**src/verilog/acl_pkg.sv**
```systemverilog
// package: register map, field layout and resets for the rule indirect path
package acl_pkg;
    // register indices; the bus byte address is four times each
    localparam logic [7:0] table_port_select_off = 8'h6e;
    localparam logic [7:0] byte_offset_off = 8'h6f;
    localparam logic [7:0] byte_data_off = 8'ha0;
    localparam int table_sel_hi = 7;
    localparam int table_sel_lo = 5;
    localparam int port_num_hi = 3;
    localparam int port_num_lo = 0;
    localparam logic [2:0] table_acl = 3'h2;
    localparam logic [3:0] port_first = 4'h1;
    localparam logic [3:0] port_last = 4'h5;
    localparam int num_ports = 5;
    localparam logic [7:0] rule_entry_byte_two = 8'h02;
    localparam logic [7:0] rule_entry_byte_three = 8'h03;
    localparam logic [7:0] ctrl_reset = 8'h00;
    localparam logic [7:0] offset_reset = 8'h00;
    localparam logic [7:0] ip_match_reset = 8'h00;

    typedef struct packed {
        logic [2:0] table_sel;
        logic [3:0] port_num;
        logic [7:0] entry_byte;
    } indirect_sel_t;
endpackage

```
**src/verilog/acl_ip_match_entry.sv**
```systemverilog
// one port's layer 3 ip match bytes
`timescale 1ns/10ps
`default_nettype none
module acl_ip_match_entry
    import acl_pkg::*;
(
    input wire logic mclk,
    input wire logic rst_b,
    input wire logic wr_en,
    input wire logic [7:0] wr_byte,
    input wire logic [7:0] wr_data,
    output logic [15:0] ip_match_value
);
    logic [7:0] hi_reg;
    logic [7:0] mid_reg;

    always_ff @(posedge mclk or negedge rst_b) begin
        if (!rst_b) begin
            hi_reg <= ip_match_reset;
        end else if (wr_en && wr_byte == rule_entry_byte_two) begin
            hi_reg <= wr_data;
        end
    end

    always_ff @(posedge mclk or negedge rst_b) begin
        if (!rst_b) begin
            mid_reg <= ip_match_reset;
        end else if (wr_en && wr_byte == rule_entry_byte_three) begin
            mid_reg <= wr_data;
        end
    end

    assign ip_match_value = {hi_reg, mid_reg};
endmodule
`default_nettype wire

```
**src/verilog/acl_rule_indirect_access.sv**
```systemverilog
// apb slave giving indirect byte access to per-port rule entries
// Overview of operation
// - a table code of 010 in control bits 7:5 targets the rule table.
// - control bits 3:0 name the port, one to five, being accessed.
// - the offset byte picks which entry byte the data byte shows.
// - the data byte reads the selected entry byte and writes store there.
// - entry byte 2 holds ip bits 31:24, read/write, cleared at reset.
// - entry byte 3 holds ip bits 23:16, read/write, cleared at reset.
//
// Our own choice: the APB interface to the registers.
`timescale 1ns/10ps
`default_nettype none
module acl_rule_indirect_access
    import acl_pkg::*;
(
    input wire logic mclk,
    input wire logic rst_b,
    input wire logic psel,
    input wire logic penable,
    input wire logic pwrite,
    input wire logic [31:0] paddr,
    input wire logic [31:0] pwdata,
    output logic [31:0] prdata,
    output logic pready,
    output logic pslverr,
    output logic [num_ports*16-1:0] ip_match_value
);
    logic [7:0] ctrl_reg;
    logic [7:0] offset_reg;
    logic [31:0] prdata_reg;
    logic pslverr_reg;
    logic [num_ports*16-1:0] ip_match_reg;
    logic [num_ports*16-1:0] ip_match_next;
    indirect_sel_t sel;
    logic setup;
    logic access;
    logic wr_data;
    logic sel_ok;
    logic [7:0] entry_rd;
    logic [31:0] rd_next;
    logic err_next;
    logic [29:0] word_idx;
    logic hit_ctrl;
    logic hit_off;
    logic hit_data;
    logic hit_any;

    assign sel.table_sel = ctrl_reg[table_sel_hi:table_sel_lo];
    assign sel.port_num = ctrl_reg[port_num_hi:port_num_lo];
    assign sel.entry_byte = offset_reg;
    assign sel_ok = sel.table_sel == table_acl &&
                    sel.port_num >= port_first &&
                    sel.port_num <= port_last;
    // answer registered in the setup cycle so pready is high at access
    assign setup = psel && !penable;
    assign access = psel && penable;
    assign word_idx = paddr[31:2];
    assign wr_data = access && pwrite && hit_data && sel_ok;
    assign hit_any = hit_ctrl || hit_off || hit_data;

    // each register takes its own word: byte address is four times the index
    // misaligned addresses hit nothing and answer with an error
    always_comb begin
        hit_ctrl = 1'b0;
        hit_off = 1'b0;
        hit_data = 1'b0;
        if (paddr[1:0] != 2'b00) begin
            hit_ctrl = 1'b0;
        end else if (word_idx == {22'h0, table_port_select_off}) begin
            hit_ctrl = 1'b1;
        end else if (word_idx == {22'h0, byte_offset_off}) begin
            hit_off = 1'b1;
        end else if (word_idx == {22'h0, byte_data_off}) begin
            hit_data = 1'b1;
        end
    end

    genvar g;
    generate
        for (g = 0; g < num_ports; g++) begin : g_port
            acl_ip_match_entry u_entry (
                .mclk(mclk),
                .rst_b(rst_b),
                .wr_en(wr_data && sel.port_num == 4'(g + 1)),
                .wr_byte(sel.entry_byte),
                .wr_data(pwdata[7:0]),
                .ip_match_value(ip_match_next[g*16 +: 16])
            );

        end
    endgenerate

    // selected entry byte; unimplemented bytes read zero
    always_comb begin
        entry_rd = 8'h00;
        for (int i = 0; i < num_ports; i++) begin
            if (sel.port_num == 4'(i + 1)) begin
                if (sel.entry_byte == rule_entry_byte_two) begin
                    entry_rd = ip_match_next[i*16+8 +: 8];
                end else if (sel.entry_byte == rule_entry_byte_three) begin
                    entry_rd = ip_match_next[i*16 +: 8];
                end
            end
        end
        if (!sel_ok) begin
            entry_rd = 8'h00;
        end
    end

    always_comb begin
        rd_next = 32'h00000000;
        err_next = 1'b0;
        if (hit_ctrl) begin
            rd_next = {24'h000000, ctrl_reg};
        end else if (hit_off) begin
            rd_next = {24'h000000, offset_reg};
        end else if (hit_data) begin
            rd_next = {24'h000000, entry_rd};
        end else begin
            err_next = 1'b1;
        end
    end

    always_ff @(posedge mclk or negedge rst_b) begin
        if (!rst_b) begin
            ctrl_reg <= ctrl_reset;
        end else if (access && pwrite && hit_ctrl) begin
            ctrl_reg <= pwdata[7:0];
        end
    end

    always_ff @(posedge mclk or negedge rst_b) begin
        if (!rst_b) begin
            offset_reg <= offset_reset;
        end else if (access && pwrite && hit_off) begin
            offset_reg <= pwdata[7:0];
        end
    end

    always_ff @(posedge mclk or negedge rst_b) begin
        if (!rst_b) begin
            pready <= 1'b0;
            prdata_reg <= 32'h00000000;
            pslverr_reg <= 1'b0;
        end else begin
            pready <= setup;
            if (setup) begin
                prdata_reg <= pwrite ? 32'h00000000 : rd_next;
                pslverr_reg <= err_next;
            end else begin
                prdata_reg <= 32'h00000000;
                pslverr_reg <= 1'b0;
            end
        end
    end

    always_ff @(posedge mclk or negedge rst_b) begin
        if (!rst_b) begin
            ip_match_reg <= '0;
        end else begin
            ip_match_reg <= ip_match_next;
        end
    end

    assign prdata = prdata_reg;
    assign pslverr = pslverr_reg;
    assign ip_match_value = ip_match_reg;
endmodule
`default_nettype wire

```
**config.mk**
```make
export PLATFORM = sky130hd
export DESIGN_NAME = acl_rule_indirect_access
export DESIGN_NICKNAME = d
export VERILOG_FILES = /design/src/verilog/acl_pkg.sv /design/src/verilog/acl_ip_match_entry.sv /design/src/verilog/acl_rule_indirect_access.sv
export SDC_FILE = /design/constraint.sdc
export NUM_CORES = 1
export LEC_CHECK = 0
export BUFFER_PORTS_ARGS = -buffer_cell sky130_fd_sc_hd__clkbuf_2
export CORE_ASPECT_RATIO = 1.1
export CORE_MARGIN = 1.5
export CORE_UTILIZATION = 40
export CTS_CLUSTER_DIAMETER = 200
export DETAILED_ROUTE_END_ITERATION = 10
export PLACE_DENSITY = 0.71
export SLEW_MARGIN = 20
export SYNTH_ARGS = -nofsm -noshare
export SYNTH_HDL_FRONTEND = slang
export SYNTH_SLANG_ARGS = --single-unit
```
**constraint.sdc**
```tcl
create_clock -name mclk -period 2.5 [get_ports mclk]
set_input_delay 0.125 -clock mclk [delete_from_list [all_inputs] [get_ports mclk]]
set_output_delay 0.125 -clock mclk [all_outputs]
set_load 0.02 [all_outputs]
```
After elaboration in Yosys (flattened, before gate mapping)
Cells that the tools add are included.
{"block": "word_totals", "reg_bits": 210, "latch_bits": 0, "ramBits": 0, "mem_bits_ro": 0, "in_bits": 69, "out_inout_bits": 114, "wordCells": 89, "memories": 0}
{"block": "classes", "add_sub_neg": 0, "mul": 0, "div": 0, "magnitude_cmp": 2, "n_eq_ne": 11, "n_shift": 0, "n_mux": 34, "bitwise_logic": 0, "reduce_logical": 26}
{"cell": "two-way mux 8 bit", "count": 19}
{"cell": "two-way mux 32 bit", "count": 2}
{"cell": "== test 30 x 7 -> 1 bit, second input constant", "count": 2}
{"cell": "== test 30 x 8 -> 1 bit, second input constant", "count": 1}
{"cell": "logical AND 1 bit", "count": 24}
{"cell": "== test 8 x 2 -> 1 bit, second input constant", "count": 2}
{"cell": "two-way mux 1 bit", "count": 13}
{"cell": "== test 4 x 2 -> 1 bit, second input constant", "count": 2}
{"cell": "== test 4 x 3 -> 1 bit, second input constant", "count": 2}
{"cell": "== test 4 x 1 -> 1 bit, second input constant", "count": 1}
{"cell": ">= comparator 4 x 1 -> 1 bit, second input constant", "count": 1}
{"cell": "less-or-equal comparator 4 x 3 -> 1 bit, second input constant", "count": 1}
{"cell": "== test 3 x 2 -> 1 bit, second input constant", "count": 1}
{"cell": "nonzero test 2 bit", "count": 1}
{"cell": "logical NOT 1 bit", "count": 1}

Longest topological paths before layout
{"block": "depth", "ltp_word": 22, "ltp_mapped": 7, "mapped_depth_nobuf": 5}

Cells and area by module
From an unflattened synthesis, not the netlist that was laid out.
{"block": "hier_totals", "cells_unflattened": 531, "area_unflattened_um2": 7791.2}
{"module": "acl_rule_indirect_access", "instances": 1, "cells_each": 346, "area_per_inst_um2": 4500.6, "seq_area_each_um2": 2652.5}
{"module": "acl_ip_match_entry", "instances": 5, "cells_each": 37, "area_per_inst_um2": 658.1, "seq_area_each_um2": 400.4}

Least setup slack after synthesis
OpenSTA, ideal clock, no wires.
{"block": "synth_path", "path_type": "register to register", "startpoint": "register offset_reg[6]", "endpoint": "register g_port[2].u_entry.hi_reg[4]", "setup_time_ns": 0.128, "arrival_ns": 2.190, "required_time_ns": 2.372, "setup_slack_ns": 0.182, "path_stages_with_launch": 6, "n_path_buf": 0, "synth_period_minus_slack_ns": 2.318, "path_cell_list": "dfrtp_1 nor4_1 nand2_2 nor4_4 nand2_2 mux2_1"}
{"block": "synth_via", "elab_chain_cells": 2}
{"item": "start, declared", "line": "acl_rule_indirect_access.sv:29", "rtl": "logic [7:0] offset_reg;"}
{"item": "start signal, assigned", "line": "acl_rule_indirect_access.sv:134", "rtl": "offset_reg <= offset_reset;"}
{"item": "start signal, assigned", "line": "acl_rule_indirect_access.sv:136", "rtl": "offset_reg <= pwdata[7:0];"}
{"item": "== test 8 x 2 -> 1 bit", "line": "acl_ip_match_entry.sv:20", "rtl": "end else if (wr_en && wr_byte == rule_entry_byte_two) begin"}
{"item": "logical AND 1 bit", "line": "acl_ip_match_entry.sv:20"}
{"item": "end signal, assigned", "line": "acl_ip_match_entry.sv:19", "rtl": "hi_reg <= ip_match_reset;"}
{"item": "end signal, assigned", "line": "acl_ip_match_entry.sv:21", "rtl": "hi_reg <= wr_data;"}
{"item": "end, declared", "line": "acl_ip_match_entry.sv:14", "rtl": "logic [7:0] hi_reg;"}
Every way passes these cells.
A chain may end at the register's enable or synchronous reset.

Worst setup path after layout
{"block": "layout_path", "startpoint": "register offset_reg[3]", "endpoint": "register prdata_reg[2] (netlist: prdata[2])"}
{"block": "layout_via", "elab_chain_cells": 22, "elab_cells_between_ends": 23}
{"item": "== test 8 x 2 -> 1 bit", "line": "acl_rule_indirect_access.sv:100", "rtl": "end else if (sel.entry_byte == rule_entry_byte_three) begin"}
{"item": "two-way mux 8 bit", "line": "acl_rule_indirect_access.sv:100"}
{"item": "two-way mux 8 bit", "line": "acl_rule_indirect_access.sv:98", "rtl": "if (sel.entry_byte == rule_entry_byte_two) begin"}
{"item": "two-way mux 8 bit", "line": "acl_rule_indirect_access.sv:97", "rtl": "if (sel.port_num == 4'(i + 1)) begin"}
{"item": "two-way mux 8 bit", "line": "acl_rule_indirect_access.sv:100"}
{"item": "two-way mux 8 bit", "line": "acl_rule_indirect_access.sv:98"}
{"item": "two-way mux 8 bit", "line": "acl_rule_indirect_access.sv:97"}
{"item": "two-way mux 8 bit", "line": "acl_rule_indirect_access.sv:100"}
{"item": "[... 6 more ...]"}
{"item": "two-way mux 8 bit", "line": "acl_rule_indirect_access.sv:98"}
{"item": "two-way mux 8 bit *", "line": "acl_rule_indirect_access.sv:97"}
{"item": "two-way mux 8 bit *", "line": "acl_rule_indirect_access.sv:105", "rtl": "if (!sel_ok) begin"}
{"item": "two-way mux 8 bit *", "line": "acl_rule_indirect_access.sv:117", "rtl": "end else if (hit_data) begin"}
{"item": "two-way mux 8 bit *", "line": "acl_rule_indirect_access.sv:115", "rtl": "end else if (hit_off) begin"}
{"item": "two-way mux 8 bit *", "line": "acl_rule_indirect_access.sv:113", "rtl": "if (hit_ctrl) begin"}
{"item": "two-way mux 32 bit *", "line": "acl_rule_indirect_access.sv:148", "rtl": "prdata_reg <= pwrite ? 32'h00000000 : rd_next;"}
{"item": "two-way mux 32 bit *", "line": "acl_rule_indirect_access.sv:147", "rtl": "if (setup) begin"}
{"item": "end signal, assigned", "line": "acl_rule_indirect_access.sv:148"}
{"item": "end, declared", "line": "acl_rule_indirect_access.sv:30", "rtl": "logic [31:0] prdata_reg;"}
Every way passes the cells marked *; elsewhere a longest branch is shown, timed or not.

==> flow_summary_export.csv <==
group,metric,value,unit
floorplan,start_util,40.6,%
timing,skew,0.0113,ns
detailed_routing,vias,4979,
final_layout,drive_gt1_share,44.2,%
final_layout,layout_common_cells,"186 x dfrtp_1, 133 x clkbuf_2, 94 x mux2_2, 28 x buf_4, 24 x conb_1",
detailed_routing,drtAntennaViolNets,0,
clocking,cts_buffer_depth,2,
yosys,synth_cell_types,53,
final_layout,largest_reg_flops,80,
floorplan,dieArea,19500,µm²
timing,maxSlewViolCount,0,
yosys,synth_top_area_cell,"dfrtp_1",
yosys,synth_async_sr_flop_share,100,%
floorplan,die_y,146,µm
timing,worst_pin_slew,0.680,ns
final_layout,area_delta_synth_final,21.3,%
place,place_congestion,0.886,
floorplan,fp-row-count,52,
worst_setup_path,reg2reg_slack,0.22,ns
yosys,netlist_instances,532,
pwr,ir_drop,0.000481,V
grt,antenna_found_initial,0,
final_layout,num-nets-final,760,
detailed_routing,wl_per_cell,19.5,µm
pwr,powerDensity,645,nW/µm²
pwr,p_leak,4.65,nW
worst_setup_path,crit_path_cell_trace,"nor3b_1, and3_1, mux2_2, a221oi_1, o21ai_0, buf_4",
run,max_cap_viol_count,0,
final_layout,fin_area,9040,µm²
timing,rsz0062_at_grt,"false",
worst_setup_path,cp-start-kind,"flip-flop",
yosys,synth.avg_cell_area,14.0,µm²
timing,hold_violations,0,
timing,setup_viol,0,
clocking,clk_pin_slew,0.07,ns
timing,relSlewSlack,54.7,%
yosys,ys_warn_count,0,
detailed_routing,via_per_inst,5.26,
place,port_buffers,134,
detailed_routing,drt_iter0_drc,406,
grt,grt_first_pass_wirelength,29.1,mm
clocking,cts_setup_buffers,0,
place,dpl.hpwl,13.4,mm
clocking,clock-sinks,186,
clocking,clock-root-buffer,"clkbuf_16",
timing,period_share,91.4,%
worst_setup_path,required,2.83,ns
clocking,cts_buffers,17,
worst_hold_path,hold_path_class,"in2reg",
yosys,synth-edff-count,0,
worst_setup_path,max_stage_delay,0.49,ns
pwr,power,5.83,mW
worst_setup_path,crit_arrival,2.61,ns
final_layout,stdcell_count,947,
place,placed_cells,912,
yosys,synth_top_area_share,62.5,%
yosys,synth-main-ff-cell,"dfrtp_1",
floorplan,ios,183,
timing,fmax,438,MHz
yosys,seq_area_frac_synth,62.5,%
detailed_routing,drc,0,
detailed_routing,first_pass_iters,5,
final_layout,n_fill_cell,1656,
place,dpl-instance-area,8420,µm²
timing,timing.final.crit_period,2.28,ns
worst_setup_path,crit_type,"reg2reg",
yosys,synth-seq-cells,186,
clocking,htreeDepth,4,
grt,grt_pass1_vias,5251,
yosys,netlist_top_cells_area,"dfrtp_1 62%, mux2_2 14%, mux2i_1 2.6%",
clocking,clkLatencyLatePin,0.44,ns
detailed_routing,drt_wl_total,18.4,mm
worst_setup_path,path_max_fanout,4,
grt,gr-total-overflow,0,
floorplan,core,18300,µm²
worst_setup_path,crit_path_end_kind,"flip-flop",
final_layout,layout_commonest_cell,"dfrtp_1",
clocking,cts_tree,"built",
worst_setup_path,critical_path.slowest_cell,"nor3b_1",
outcome,outcome,"finished clean",
final_layout,antennaDiodeCount,0,
timing,fin_tns_setup,0,ns
yosys,syn_area,7450,µm²
floorplan,die_w,133,µm
grt,grt_usage,19.7,%
grt,grt_max_degree,79,
[layer usage]
metal | vias to the layer above | part of all wire, % | GRT usage (%)
li1 | 2197 | - | -
met2 | 191 | 52 | 34.1
met4 | 0 | 1.8 | 5.98
met1 | 2563 | 40 | 24.7
met3 | 28 | 5.8 | 4.34
met5 | - | 0 | 0
[final timing paths]
path	from	end	cells after the start
hold / removal	penable	pslverr$_DFF_PN0_	3
max in group asynchronous	rst_b	ip_match_value[23]$_DFF_PN0_	3
hold reg to reg	g_port[1].u_entry.mid_reg[6]$_DFFE_PN0P_	ip_match_value[22]$_DFF_PN0_	0
setup reg to reg	offset_reg[3]$_DFFE_PN0P_	prdata[2]$_DFF_PN0_	6
min in group asynchronous	rst_b	ip_match_value[71]$_DFF_PN0_	2
setup / recovery	offset_reg[3]$_DFFE_PN0P_	prdata[2]$_DFF_PN0_	6
[Yosys cell counts, drive strengths merged (2+ instances only)]
master,n
mux2,98
nand2,19
a221oi,9
dfrtp,186
o21ai,15
nor4,10
a32oi,2
nor3b,6
mux2i,19
nand4,8
o31ai,4
dlygate4sd3,8
nand3,4
buf,26
o22ai,7
and2,2
a211oi,4
or2,3
or3,2
and3,4
clkbuf,16
inv,4
nor4bb,2
nand2b,7
a21oi,9
o21a,5
nor2b,6
nor3,7
o32ai,3
nor4b,6
nor2,17
[cell families (layout without fill, tap and decap cells)]
group / Yosys count / in the layout / synth area share (%)
compound gates: 65 / 65 / 5.99
simple gates: 109 / 109 / 9.30
mux: 117 / 117 / 17.4
buf+inv: 54 / 203 / 4.84
other cells: 1 / 24 / 0.0503
flops: 186 / 186 / 62.5
[power breakdown]
part / switching [mW] / internal, mW
logic: 0.143 / 0.0458
registers: 0.000367 / 3.01
clock network: 1.22 / 1.41
total: 1.36 / 4.47
[stage by stage]
step                setup slack [ns]  util [%]  hold WS, ns
global route                  0.0790      49.3       0.0505
detailed placement            0.0819      45.9        0.196
global placement               0.136      45.9        0.180
finish                         0.215      49.3       0.0365
floorplan                      0.182         -       -0.171
CTS                            0.213      49.3      0.00855
[timing repair]
action                    in CTS  in global routing
gates resized for setup        0                  0
hold buffers                   3                  0
hold endpoints to repair      77                  0
[critical path, delay by kind of cell, from the launching register on]
kind	cells	cell delay (ns)
compound gates	2	0.47
buf+inv	1	0.16
flops	1	0.41
mux	1	0.35
simple gates	2	0.79
[cell type report]
class	instances	area (µm²)	area share [%]
clock buffer	17	425	4.71
clock inverter	15	159	1.76
inverter	4	15.0	0.166
multi-input combinational	315	2520	27.9
sequential	186	4650	51.5
tap	243	304	3.36
timing repair buffer	167	957	10.6
Note: power is estimated with default switching activity, not from simulation.
